### src/inc/itd_pkg.sv
// Package: opcode classes, timing figures and operand decode constants
package itd_pkg;

  localparam int unsigned CORE_CLK_HZ     = 10000000;
  localparam logic [7:0]  SFR_BASE        = 8'h80;
  localparam logic [7:0]  SPARE_OPCODE    = 8'hA5;
  localparam logic [7:0]  NOP_OPCODE      = 8'h00;
  localparam logic [15:0] CODE_SIZE_BYTES = 16'h2000;
  localparam logic [15:0] PAGE_MASK       = 16'hF800;
  localparam logic [4:0]  BANK_STRIDE     = 5'h08;
  localparam logic [3:0]  NIBBLE_MASK     = 4'hF;

  // Clock figures
  localparam logic [3:0] CLK_1 = 4'h1;
  localparam logic [3:0] CLK_2 = 4'h2;
  localparam logic [3:0] CLK_3 = 4'h3;
  localparam logic [3:0] CLK_4 = 4'h4;
  localparam logic [3:0] CLK_5 = 4'h5;
  localparam logic [3:0] CLK_8 = 4'h8;

  // Byte counts
  localparam logic [1:0] LEN_1 = 2'h1;
  localparam logic [1:0] LEN_2 = 2'h2;
  localparam logic [1:0] LEN_3 = 2'h3;

  typedef enum logic [3:0] {
    ITD_BR_NONE     = 4'h0,
    ITD_BR_REL      = 4'h1,
    ITD_BR_PAGE     = 4'h2,
    ITD_BR_FULL     = 4'h3,
    ITD_BR_INDIRECT = 4'h4,
    ITD_BR_RETURN   = 4'h5,
    ITD_BR_IRET     = 4'h6
  } itd_branch_e;

  typedef enum logic [1:0] {
    ITD_ST_IDLE = 2'b00,
    ITD_ST_EXEC = 2'b01,
    ITD_ST_DONE = 2'b11
  } itd_state_e;

endpackage

### src/verilog/itd_target_calc.sv
// Branch target arithmetic: relative, page, full and indirect targets
`timescale 1ns/1ps
`default_nettype none

module itd_target_calc (
  input  wire logic [15:0] next_pc,
  input  wire logic [7:0]  rel_offset,
  input  wire logic [10:0] page_target_field,
  input  wire logic [15:0] full_target_field,
  input  wire logic [15:0] data_pointer,
  input  wire logic [7:0]  acc,
  output logic      [15:0] rel_target,
  output logic      [15:0] page_target,
  output logic      [15:0] full_target,
  output logic      [15:0] indirect_target
);

  assign rel_target = 16'(next_pc + {{8{rel_offset[7]}}, rel_offset});

  assign page_target = (next_pc & itd_pkg::PAGE_MASK) | {5'h00, page_target_field};

  assign full_target = full_target_field & 16'(itd_pkg::CODE_SIZE_BYTES - 16'h0001);

  assign indirect_target = 16'(data_pointer + {8'h00, acc});

endmodule
`default_nettype wire

### src/verilog/itd_decoder.sv
// Instruction decoder: byte count, clock cost, operand addressing and branch targets
`timescale 1ns/1ps
`default_nettype none

module itd_decoder (
  input  wire logic        core_clk,
  input  wire logic        srst,
  input  wire logic        issue,
  input  wire logic [7:0]  opcode,
  input  wire logic [7:0]  operand1,
  input  wire logic [7:0]  operand2,
  input  wire logic [15:0] pc,
  input  wire logic [1:0]  bank_select,
  input  wire logic [15:0] data_pointer,
  input  wire logic [7:0]  acc,
  input  wire logic        carry,
  input  wire logic        bit_value,
  input  wire logic [7:0]  compare_lhs,
  input  wire logic [7:0]  indirect_byte,
  output logic             busy_ff,
  output logic             done_ff,
  output logic [1:0]       length_ff,
  output logic [3:0]       clocks_ff,
  output logic             taken_ff,
  output logic [15:0]      next_pc_ff,
  output logic             direct_is_sfr_ff,
  output logic [7:0]       direct_addr_ff,
  output logic [4:0]       bank_register_addr_ff,
  output logic [4:0]       indirect_pointer_register_ff,
  output logic             bit_clear_ff,
  output logic             data_pointer_inc_ff,
  output logic [7:0]       nibble_acc_ff,
  output logic [7:0]       nibble_mem_ff
);

  itd_pkg::itd_state_e state_ff;
  itd_pkg::itd_state_e nxt_state;
  logic [3:0]  cnt_ff;
  logic [7:0]  op;
  logic [1:0]  len;
  logic [3:0]  base_clk;
  logic        is_cond;
  logic        cond;
  logic        is_bit_clear;
  itd_pkg::itd_branch_e br;
  logic [15:0] next_seq;
  logic [7:0]  rel_byte;
  logic [15:0] rel_t;
  logic [15:0] page_t;
  logic [15:0] full_t;
  logic [15:0] ind_t;
  logic [15:0] tgt;
  logic [3:0]  total_clk;

  ////////////////////////////////////////////////////////////////////////////
  // Opcode classification

  assign op = (opcode == itd_pkg::SPARE_OPCODE) ? itd_pkg::NOP_OPCODE : opcode;

  always_comb begin
    len          = itd_pkg::LEN_1;
    base_clk     = itd_pkg::CLK_1;
    is_cond      = 1'b0;
    cond         = 1'b0;
    is_bit_clear = 1'b0;
    br           = itd_pkg::ITD_BR_NONE;
    rel_byte     = operand1;
    // every figure below is system clocks
    if (op[3:0] == 4'h1) begin
      // Bit 4 splits the page jump (clear) from the page call (set)
      // absolute jump and absolute call
      len      = itd_pkg::LEN_2;
      base_clk = itd_pkg::CLK_3;
      br       = itd_pkg::ITD_BR_PAGE;
    end else if (op[3] && op[7:4] inside {4'h7, 4'h8, 4'hA}) begin
      // Bank register moves carrying an immediate or direct byte
      len      = itd_pkg::LEN_2;
      base_clk = itd_pkg::CLK_2;
    end else if (op[3] && op[7:4] inside {4'h6, 4'hE, 4'hF}) begin
      // Bank register ALU/move group: one byte, one clock
      len      = itd_pkg::LEN_1;
      base_clk = itd_pkg::CLK_1;
    end else begin
      case (op)
        8'h00: base_clk = itd_pkg::CLK_1;
        8'h02, 8'h12: begin
          len      = itd_pkg::LEN_3;
          base_clk = itd_pkg::CLK_4;
          br       = itd_pkg::ITD_BR_FULL;
        end
        8'h22: begin
          base_clk = itd_pkg::CLK_5;
          br       = itd_pkg::ITD_BR_RETURN;
        end
        8'h32: begin
          base_clk = itd_pkg::CLK_5;
          br       = itd_pkg::ITD_BR_IRET;
        end
        8'h80: begin
          len      = itd_pkg::LEN_2;
          base_clk = itd_pkg::CLK_3;
          br       = itd_pkg::ITD_BR_REL;
        end
        8'h40, 8'h50, 8'h60, 8'h70: begin
          len      = itd_pkg::LEN_2;
          base_clk = itd_pkg::CLK_2;
          is_cond  = 1'b1;
          br       = itd_pkg::ITD_BR_REL;
          case (op[5:4])
            2'b00:   cond = carry;
            2'b01:   cond = !carry;
            2'b10:   cond = (acc == 8'h00);
            default: cond = (acc != 8'h00);
          endcase
        end
        // direct bit jumps, set-test variant clears
        8'h10, 8'h20, 8'h30: begin
          len          = itd_pkg::LEN_3;
          base_clk     = itd_pkg::CLK_3;
          is_cond      = 1'b1;
          br           = itd_pkg::ITD_BR_REL;
          rel_byte     = operand2;
          cond         = (op == 8'h30) ? !bit_value : bit_value;
          is_bit_clear = (op == 8'h10) && bit_value;
        end
        // compare jumps; indirect form one clock more
        8'hB4, 8'hB5, 8'hB6, 8'hB7, 8'hB8, 8'hB9, 8'hBA, 8'hBB, 8'hBC, 8'hBD, 8'hBE, 8'hBF: begin
          len      = itd_pkg::LEN_3;
          base_clk = (op == 8'hB6 || op == 8'hB7) ? itd_pkg::CLK_4 : itd_pkg::CLK_3;
          is_cond  = 1'b1;
          br       = itd_pkg::ITD_BR_REL;
          rel_byte = operand2;
          cond     = (compare_lhs != operand1);
        end
        // decrement jumps, direct then register form
        8'hD5: begin
          len      = itd_pkg::LEN_3;
          base_clk = itd_pkg::CLK_3;
          is_cond  = 1'b1;
          br       = itd_pkg::ITD_BR_REL;
          rel_byte = operand2;
          cond     = (compare_lhs != 8'h01);
        end
        8'hD8, 8'hD9, 8'hDA, 8'hDB, 8'hDC, 8'hDD, 8'hDE, 8'hDF: begin
          len      = itd_pkg::LEN_2;
          base_clk = itd_pkg::CLK_2;
          is_cond  = 1'b1;
          br       = itd_pkg::ITD_BR_REL;
          cond     = (compare_lhs != 8'h01);
        end
        8'h73: begin
          base_clk = itd_pkg::CLK_3;
          br       = itd_pkg::ITD_BR_INDIRECT;
        end
        8'h90: begin
          len      = itd_pkg::LEN_3;
          base_clk = itd_pkg::CLK_3;
        end
        8'h83, 8'h93: base_clk = itd_pkg::CLK_3;
        8'hE0, 8'hE2, 8'hE3, 8'hF0, 8'hF2, 8'hF3: base_clk = itd_pkg::CLK_3;
        8'hA3: base_clk = itd_pkg::CLK_1;
        8'hA4: base_clk = itd_pkg::CLK_4;
        8'h84: base_clk = itd_pkg::CLK_8;
        8'h43, 8'h53, 8'h63, 8'h75, 8'h85: begin
          len      = itd_pkg::LEN_3;
          base_clk = itd_pkg::CLK_3;
        end
        8'hD6, 8'hD7: base_clk = itd_pkg::CLK_2;
        // Two-byte, two-clock operations
        8'h05, 8'h15, 8'h24, 8'h25, 8'h34, 8'h35, 8'h42, 8'h44, 8'h45, 8'h52, 8'h54, 8'h55,
        8'h62, 8'h64, 8'h65, 8'h72, 8'h74, 8'h82, 8'h86, 8'h87, 8'h92, 8'h94, 8'h95, 8'hA0,
        8'hA2, 8'hA6, 8'hA7, 8'hB0, 8'hB2, 8'hC0, 8'hC2, 8'hC5, 8'hD0, 8'hD2, 8'hE5, 8'hF5,
        8'h76, 8'h77: begin
          len      = itd_pkg::LEN_2;
          base_clk = itd_pkg::CLK_2;
        end
        // Indirect-memory single byte operations
        8'h06, 8'h07, 8'h16, 8'h17, 8'h26, 8'h27, 8'h36, 8'h37, 8'h46, 8'h47, 8'h56, 8'h57,
        8'h66, 8'h67, 8'h96, 8'h97, 8'hC6, 8'hC7, 8'hE6, 8'hE7, 8'hF6, 8'hF7:
          base_clk = itd_pkg::CLK_2;
        default: base_clk = itd_pkg::CLK_1;
      endcase
    end
  end

  assign next_seq = 16'(pc + {14'h0000, len});

  itd_target_calc u_target (
    .next_pc           (next_seq),
    .rel_offset        (rel_byte),
    .page_target_field ({op[7:5], operand1}),
    .full_target_field ({operand1, operand2}),
    .data_pointer      (data_pointer),
    .acc               (acc),
    .rel_target        (rel_t),
    .page_target       (page_t),
    .full_target       (full_t),
    .indirect_target   (ind_t)
  );

  always_comb begin
    case (br)
      itd_pkg::ITD_BR_REL:      tgt = (is_cond && !cond) ? next_seq : rel_t;
      itd_pkg::ITD_BR_PAGE:     tgt = page_t;
      itd_pkg::ITD_BR_FULL:     tgt = full_t;
      itd_pkg::ITD_BR_INDIRECT: tgt = ind_t;
      default:                  tgt = next_seq;
    endcase
  end

  // taken conditional costs one extra clock
  assign total_clk = (is_cond && cond) ? 4'(base_clk + 4'h1) : base_clk;

  ////////////////////////////////////////////////////////////////////////////
  // Sequencer: holds busy for the instruction's clock cost

  always_comb begin
    case (state_ff)
      itd_pkg::ITD_ST_IDLE: nxt_state = issue ? ((total_clk == 4'h1) ? itd_pkg::ITD_ST_DONE : itd_pkg::ITD_ST_EXEC)
                                              : itd_pkg::ITD_ST_IDLE;
      itd_pkg::ITD_ST_EXEC: nxt_state = (cnt_ff == 4'h2) ? itd_pkg::ITD_ST_DONE : itd_pkg::ITD_ST_EXEC;
      itd_pkg::ITD_ST_DONE: nxt_state = itd_pkg::ITD_ST_IDLE;
      default:              nxt_state = itd_pkg::ITD_ST_IDLE;
    endcase
  end

  always_ff @(posedge core_clk) begin
    if (srst) begin
      state_ff <= itd_pkg::ITD_ST_IDLE;
    end else begin
      state_ff <= nxt_state;
    end
  end

  // Issue is only taken from idle; requests while busy are dropped, not queued
  always_ff @(posedge core_clk) begin
    if (srst) begin
      cnt_ff <= 4'h0;
    end else if (state_ff == itd_pkg::ITD_ST_IDLE && issue) begin
      cnt_ff <= total_clk;
    end else if (cnt_ff != 4'h0) begin
      cnt_ff <= 4'(cnt_ff - 4'h1);
    end
  end

  // Busy follows the next state, so it falls on the edge that returns to idle
  always_ff @(posedge core_clk) begin
    if (srst) begin
      busy_ff <= 1'b0;
      done_ff <= 1'b0;
    end else begin
      busy_ff <= (nxt_state != itd_pkg::ITD_ST_IDLE);
      done_ff <= (nxt_state == itd_pkg::ITD_ST_DONE);
    end
  end

  ////////////////////////////////////////////////////////////////////////////
  // Decode results, captured when an instruction is issued

  always_ff @(posedge core_clk) begin
    if (srst) begin
      length_ff  <= 2'h0;
      clocks_ff  <= 4'h0;
      taken_ff   <= 1'b0;
      next_pc_ff <= 16'h0000;
    end else if (state_ff == itd_pkg::ITD_ST_IDLE && issue) begin
      length_ff  <= len;
      clocks_ff  <= total_clk;
      taken_ff   <= (br != itd_pkg::ITD_BR_NONE) && (!is_cond || cond);
      next_pc_ff <= tgt;
    end
  end

  always_ff @(posedge core_clk) begin
    if (srst) begin
      direct_is_sfr_ff             <= 1'b0;
      direct_addr_ff               <= 8'h00;
      bank_register_addr_ff        <= 5'h00;
      indirect_pointer_register_ff <= 5'h00;
      bit_clear_ff                 <= 1'b0;
      data_pointer_inc_ff          <= 1'b0;
    end else if (state_ff == itd_pkg::ITD_ST_IDLE && issue) begin
      direct_addr_ff               <= operand1;
      // upper half of direct space is SFR
      direct_is_sfr_ff             <= (operand1 >= itd_pkg::SFR_BASE);
      bank_register_addr_ff        <= 5'(bank_select * itd_pkg::BANK_STRIDE) | {2'b00, op[2:0]};
      // pointer is R0 or R1 of the bank
      indirect_pointer_register_ff <= 5'(bank_select * itd_pkg::BANK_STRIDE) | {4'h0, op[0]};
      bit_clear_ff                 <= is_bit_clear;
      data_pointer_inc_ff          <= (op == 8'hA3);
    end
  end

  always_ff @(posedge core_clk) begin
    if (srst) begin
      nibble_acc_ff <= 8'h00;
      nibble_mem_ff <= 8'h00;
    end else if (state_ff == itd_pkg::ITD_ST_IDLE && issue && (op == 8'hD6 || op == 8'hD7)) begin
      nibble_acc_ff <= {acc[7:4], indirect_byte[3:0] & itd_pkg::NIBBLE_MASK};
      nibble_mem_ff <= {indirect_byte[7:4], acc[3:0] & itd_pkg::NIBBLE_MASK};
    end
  end

endmodule
`default_nettype wire

### config.mk
export PLATFORM = sky130hd
export DESIGN_NAME = itd_decoder
export DESIGN_NICKNAME = d
export VERILOG_FILES = /design/src/inc/itd_pkg.sv /design/src/verilog/itd_target_calc.sv /design/src/verilog/itd_decoder.sv
export SDC_FILE = /design/constraint.sdc
export NUM_CORES = 1
export LEC_CHECK = 0
export ABC_AREA = 0
export BUFFER_PORTS_ARGS = -buffer_cell sky130_fd_sc_hd__buf_2
export CAP_MARGIN = 10
export CORE_UTILIZATION = 50
export CTS_CLUSTER_DIAMETER = 50
export CTS_CLUSTER_SIZE = 20
export DETAILED_ROUTE_END_ITERATION = 10
export PLACE_DENSITY = 0.77
export SYNTH_ARGS = -nofsm -noshare
export SYNTH_HDL_FRONTEND = slang
export SYNTH_SLANG_ARGS = --single-unit
### constraint.sdc
create_clock -name core_clk -period 7.54 [get_ports core_clk]
set_input_delay 1.508 -clock core_clk [delete_from_list [all_inputs] [get_ports core_clk]]
set_output_delay 1.508 -clock core_clk [all_outputs]
set_load 0.1 [all_outputs]
==> impl_metrics.json, run 1 <==
{
  "status": "finished, final reports clean",
  "initialDrtViolationCount": 476,
  "dp_hpwl_mm": 14.25,
  "slew_headroom_pct": 33.96,
  "rsz0062_at_grt": "no",
  "clockRootBuffer": "clkbuf_8",
  "worst_pin_slew_ps": 985.3,
  "coreArea_um2": 10420,
  "synth_commonest_cells": "nand2_1 (100), a21oi_1 (66), dfxtp_1 (63)",
  "area_delta_synth_final_pct": 18.97,
  "dr_total_vias": 6187,
  "place.gp.congestion": 0.9798,
  "grt_pass1_wl_mm": 29.23,
  "wl_mm": 18.50,
  "cts_buffers": 9,
  "report.final.slew_viol_count": 0,
  "clkSlewWorstSetupHoldPaths_ps": 80,
  "drt_pass1_iterations": 5,
  "netlist.area_leader.share_pct": 23.21,
  "whs_ps": 451.5,
  "fin_nets": 963,
  "required_ps": 7790,
  "fin_area_um2": 6465,
  "clkSinkCount": 63,
  "path_class": "in -> reg",
  "die-area_um2": 11290,
  "wl_per_cell_um": 18.78,
  "maxCapViolCount": 0,
  "hold_violations": 0,
  "yosys.cell_types.count": 76,
  "cts_resized": 0,
  "multi_input_area_um2": 3915,
  "ys_seq_elements": 63,
  "via_per_inst": 6.281,
  "clockBufferDepth": 2,
  "avgSynthCellArea_um2": 7.547,
  "cts_tree": "built",
  "antenna_found_initial": 0,
  "seq_area_um2": 1261,
  "grt_pass1_vias": 5765,
  "clk_latency_ps": 360,
  "fin_crit_sh_pct": 93.21,
  "synthArstFlopShare_pct": 0,
  "route.detailed.drc": 0,
  "fin_skew_ps": 7.738,
  "grt-ovfl-total": 0,
  "synth-seq-area-share_pct": 23.21,
  "post_cts_buffers": 0,
  "grt_max_degree": 64,
  "row_count": 37,
  "synth_edf_count": 0,
  "htree_num_levels": 3,
  "dieHeight_um": 106.3,
  "hold_path.class": "reg -> reg",
  "dpl_cell_area_um2": 6216,
  "diodes": 0,
  "ys_warn_count": 0,
  "start_util_pct": 52.17,
  "leakagePower_nw": 2.804,
  "drive_gt1_share_pct": 23.79,
  "ctsHoldBuffers": 0,
  "worstPathArrival_ps": 7280,
  "synth_area_leader_cell": "dfxtp_1",
  "die_w_um": 106.3,
  "syn_area_um2": 5434,
  "synth_ff_type": "dfxtp_1",
  "pre_cts_slack_ps": 208.9,
  "worstPathMaxFanout": 13,
  "yosys-top-cells-area": "dfxtp_1 (23%), nand2_1 (6.9%), ha_1 (6.7%)",
  "postSynthCellCount": 720,
  "antenna_left": 0,
  "final_util_pct": 62.07,
  "n_fill_cell": 974,
  "synth.most_common_cell": "nand2_1",
  "setup_tns_ps": 0,
  "grt_usage_pct": 32.93,
  "cp-start-kind": "primary input",
  "finalSetupViolCount": 0,
  "powerDensity_nw_per_um2": 213.1,
  "max_freq_mhz": 142.3,
  "ios": 149,
  "setup_ws_ps": 511.9,
  "rrSetupSlack_ps": 5310,
  "endpoint_kind": "flip-flop",
  "fin_crit_ps": 7028,
  "peakVddDrop_mv": 0.1669,
  "io_buffers": 146
}
[flip-flops by register name (all words and copies together), names as in the netlist, 2 cells and up]
name	cells
bank_register_addr_ff	4
clocks_ff	4
cnt_ff	4
direct_addr_ff	8
length_ff	2
next_pc_ff	16
nibble_acc_ff	8
nibble_mem_ff	8
state_ff	2
[per-stage QoR]
stage	cells	power, mW
finish	985	1.378
global route	985	1.442
CTS	985	1.376
detailed placement	969	0.9965
global placement	969	0.9814
floorplan	721	0.8601
[worst paths after layout]
kind                         start               end  depth (start not counted)
setup / recovery         opcode[7]    next_pc_ff[12]                         22
hold / removal    nibble_mem_ff[6]  nibble_mem_ff[6]                          2
setup reg to reg       state_ff[1]     next_pc_ff[8]                          6
hold reg to reg   nibble_mem_ff[6]  nibble_mem_ff[6]                          2
[layer usage]
layer,GRT usage (%),vias up,share of wire (%)
li1,-,2914,-
met1,40.85,2934,42
met2,55.57,282,48
met3,5.395,57,6.2
met4,15.08,0,3.8
met5,0,-,0
[cell usage in the layout (no fill, tap or decap), drive strengths merged, types with 8 or more instances in the layout]
cell / Yosys / layout
o21ai: 30 / 30
nor4: 9 / 9
nand2b: 8 / 8
clkbuf: 24 / 9
nand3: 27 / 27
buf: 21 / 157
nand2: 100 / 100
a311oi: 8 / 8
and3: 9 / 9
a211oi: 8 / 8
a21oi: 66 / 66
or3: 12 / 12
xnor2: 33 / 33
dfxtp: 63 / 63
nor2: 56 / 56
a31oi: 9 / 9
a221o: 9 / 9
a221oi: 16 / 16
nor3: 29 / 29
xor2: 17 / 17
inv: 15 / 19
a21o: 13 / 13
ha: 29 / 29
[cell families (layout without fill, tap and decap cells)]
logic type	Yosys count	in the layout	share of synthesized area (%)
AO/OA/AOI/OAI	214	214	28.07
XOR/XNOR	50	50	8.059
adder cells (fa/ha/maj)	32	32	7.783
buffers and inverters	60	188	4.905
flip-flops	63	63	23.21
multiplexers	9	9	1.773
other	1	2	0.06901
AND/OR/NAND/NOR	291	291	26.13
[worst max-delay path: stages]
cell,delay [ps]
buf_2,170
buf_4,190
nand4b_1,220
o22ai_1,200
or3_1,330
a2111oi_0,550
nand3b_1,200
nor2_1,170
ha_1,210
inv_1,60
fa_1,430
or3b_2,540
nor2_1,170
xor2_1,310
ha_1,340
a21o_1,210
or3_1,300
a211o_1,290
a2111oi_4,340
or3_1,160
a21boi_1,60
o31a_1,300
[where the power goes]
part | switching (mW) | internal [mW]
sequential | 0.0196 | 0.366
clock | 0.155 | 0.224
combinational | 0.432 | 0.181
[area by class of cell]
type	instances	area share, %
repair buffers	157	12.58
multi-input cells	598	60.56
clock buffers	9	1.916
well taps	136	2.632
clock inverters	7	1.935
flip-flops and latches	63	19.51
inverters	15	0.8709
No activity file was read; power rests on OpenSTA's default activity.
==> inputs of run 2 (changes only) <==
ABC_AREA = 1   (was 0)
PLACE_DENSITY = 0.76   (was 0.77)
==> run 2 against run 1 <==
Net effect:
- clock skew decreased by 0.51 ps
- worst hold slack worse by 9.1 ps
- wire length increased by 0.98%
- first-iteration DRC count is 5.3% lower
- power is 10% higher
- die area is 6.2% higher
- clock power grew 24%
- maximum frequency rose by 11%
- sequential share of layout area shrank 1.2 points
- clock-buffer cell count stayed put
- area after synthesis increased by 6.4%
- critical path depth rose by 15
- critical endpoint is now next_pc_ff[15]
- largest power group unchanged
==> impl_metrics.json, run 2 <==
{
  "dr_total_vias": 6495,
  "antenna_left": 0,
  "r2r-start": "state_ff[1]",
  "grt-ovfl-total": 0,
  "cp-start-kind": "primary input",
  "setup_tns_ps": 0,
  "post_cts_buffers": 0,
  "wl_mm": 18.68,
  "fin_area_um2": 6904,
  "syn_area_um2": 5779,
  "whs_path_depth": 2,
  "hold_violations": 0,
  "grt_pass1_vias": 6073,
  "synth_ff_type": "dfxtp_1",
  "initialDrtViolationCount": 451,
  "min_from": "nibble_acc_ff[5]",
  "use_met3_pct": 6.580,
  "htree_num_levels": 3,
  "synthArstFlopShare_pct": 0,
  "grt_pass1_wl_mm": 29.62,
  "layout_common_cells": "nand2_1 (165), buf_2 (146), inv_1 (124), nor2_1 (101), a21oi_1 (79)",
  "place.gp.congestion": 1.025,
  "io_buffers": 146,
  "reg2reg_depth": 5,
  "clockBufferDepth": 2,
  "die-area_um2": 11990,
  "clk_latency_ps": 350,
  "path_delay_family": "simple AND/OR/NAND/NOR gates",
  "leakagePower_nw": 3.544,
  "dp_hpwl_mm": 14.48,
  "via_per_inst": 5.476,
  "synth_edf_count": 0,
  "fin_skew_ps": 7.232,
  "peakVddDrop_mv": 0.1928,
  "rrSetupSlack_ps": 5190,
  "use_met1_pct": 40.19,
  "pre_cts_slack_ps": 896.4,
  "antenna_found_initial": 1,
  "setup_ws_ps": 1218,
  "maxCapViolCount": 0,
  "largest_reg_flops": 16,
  "netlist.area_leader.share_pct": 21.82,
  "dpl_cell_area_um2": 6576,
  "path_class": "in -> reg",
  "p_total_mw": 1.517,
  "endpoint_kind": "flip-flop",
  "finalSetupViolCount": 0,
  "grt_max_degree": 53,
  "avgSynthCellArea_um2": 6.358,
  "powerDensity_nw_per_um2": 219.7,
  "holdPathEnd": "nibble_acc_ff[5]",
  "mostFrequentLayoutCell": "nand2_1",
  "worstPathMaxFanout": 12,
  "cts_buffers": 9,
  "clkSlewWorstSetupHoldPaths_ps": 60,
  "slew_headroom_pct": 42.94,
  "rsz0062_at_grt": "no",
  "ys_seq_elements": 63,
  "hold_path.class": "reg -> reg",
  "cpMaxStageDelayCell": "fa_1",
  "yosys.cell_types.count": 58,
  "worstPathArrival_ps": 6610,
  "drt_pass1_iterations": 5,
  "top_register": "next_pc_ff",
  "clockRootBuffer": "clkbuf_16",
  "cts_resized": 0,
  "fin_crit_ps": 6322,
  "coreArea_um2": 11030,
  "cpPeakStageDelay_ps": 400,
  "fin_nets": 1159,
  "postSynthCellCount": 909,
  "synth-seq-area-share_pct": 21.82,
  "drive_gt1_share_pct": 22.58,
  "ios": 149,
  "synth_area_leader_cell": "dfxtp_1",
  "fin_crit_sh_pct": 83.85,
  "ys_warn_count": 0,
  "grt_usage_pct": 32.56,
  "area_delta_synth_final_pct": 19.46,
  "clkSinkCount": 63,
  "row_count": 38,
  "wl_per_cell_um": 15.75,
  "die_w_um": 109.5,
  "whs_ps": 442.4,
  "synth.most_common_cell": "nand2_1",
  "grtUsageMet2_pct": 53.73,
  "regToRegEndpoint": "nibble_acc_ff[2]",
  "status": "finished, final reports clean",
  "route.detailed.drc": 0,
  "report.final.slew_viol_count": 0,
  "worst_pin_slew_ps": 853.8,
  "ctsHoldBuffers": 0,
  "yosys-top-cells-area": "dfxtp_1 (22%), nand2_1 (11%), inv_1 (8.1%)",
  "worst-path-buf-inv": 10,
  "start_util_pct": 52.39,
  "max_freq_mhz": 158.2,
  "cts_tree": "built",
  "synth_commonest_cells": "nand2_1 (165), inv_1 (124), nor2_1 (101)",
  "required_ps": 7820,
  "dieHeight_um": 109.5,
  "n_fill_cell": 1080,
  "grt-busiest-layer": "met2"
}
run 2: cell types whose count changed after synthesis, sizes merged, moves of 9 or more:
cell | previous run | this run
buf | 21 | 11
nor3 | 29 | 17
inv | 15 | 137
a21o | 13 | 1
a221oi | 16 | 7
or3 | 12 | 0
nor2 | 56 | 112
nand4 | 6 | 22
nand2 | 100 | 188
nand3 | 27 | 46
xnor2 | 33 | 11
a221o | 9 | 0
a21oi | 66 | 83
o21ai | 30 | 75
run 2: tightest hold or removal path: stages (launching register included):
cell and delay [ps]:
dfxtp_1 300, inv_1 40, a21oi_1 50
run 2: through the flow:
step	util [%]	std cells
after floorplan	-	910
after global placement	59.62	1169
after detailed placement	59.62	1169
after CTS	62.57	1185
after global routing	62.57	1185
final	62.59	1186
run 2: logic make-up (layout without fill, tap and decap cells):
kind of cell | count (synthesis) | in the layout | share of synthesized area, %
AOI/OAI and AO/OA | 211 | 211 | 21.15
xor gates and xnor gates | 30 | 30 | 4.546
adders and majority gates | 32 | 32 | 7.318
buffers and inverters | 169 | 304 | 11.67
DFF | 63 | 63 | 21.82
other | 1 | 3 | 0.06489
and+or+nand+nor | 403 | 403 | 33.43
run 2: cell type report:
cell class	instances	area (um^2)	area share [%]
inverter	137	519.2	7.521
multi-input combinational	678	3852	55.80
clock inverter	7	100.1	1.450
timing repair buffer	151	768.2	11.13
tap	140	175.2	2.537
sequential	63	1261	18.27
antenna	1	2.502	0.03625
clock buffer	9	225.2	3.262
run 2: routing by layer:
metal	wire length (um)	share of wire, %	vias up
met2	8401	45	287
li1	-	-	3286
met1	7970	43	2871
met3	1619	8.7	51
met5	0	0	-
met4	686	3.7	0
run 2: worst max path at each step:
stage                          from  slack, ps        endpoint  depth (start not counted)
after floorplan           opcode[4]       1960  next_pc_ff[15]                         37
after global placement    opcode[1]        980  next_pc_ff[15]                         37
after detailed placement  opcode[1]        900  next_pc_ff[15]                         37
after CTS                 opcode[1]       1260  next_pc_ff[15]                         37
after global routing      opcode[1]        590  next_pc_ff[15]                         37
final                     opcode[1]       1220  next_pc_ff[15]                         37
run 2: report_power, final:
part	switching (mW)	internal, mW	total, mW
Clock	0.175	0.293	0.469
Sequential	0.0205	0.371	0.391
Combinational	0.491	0.166	0.657
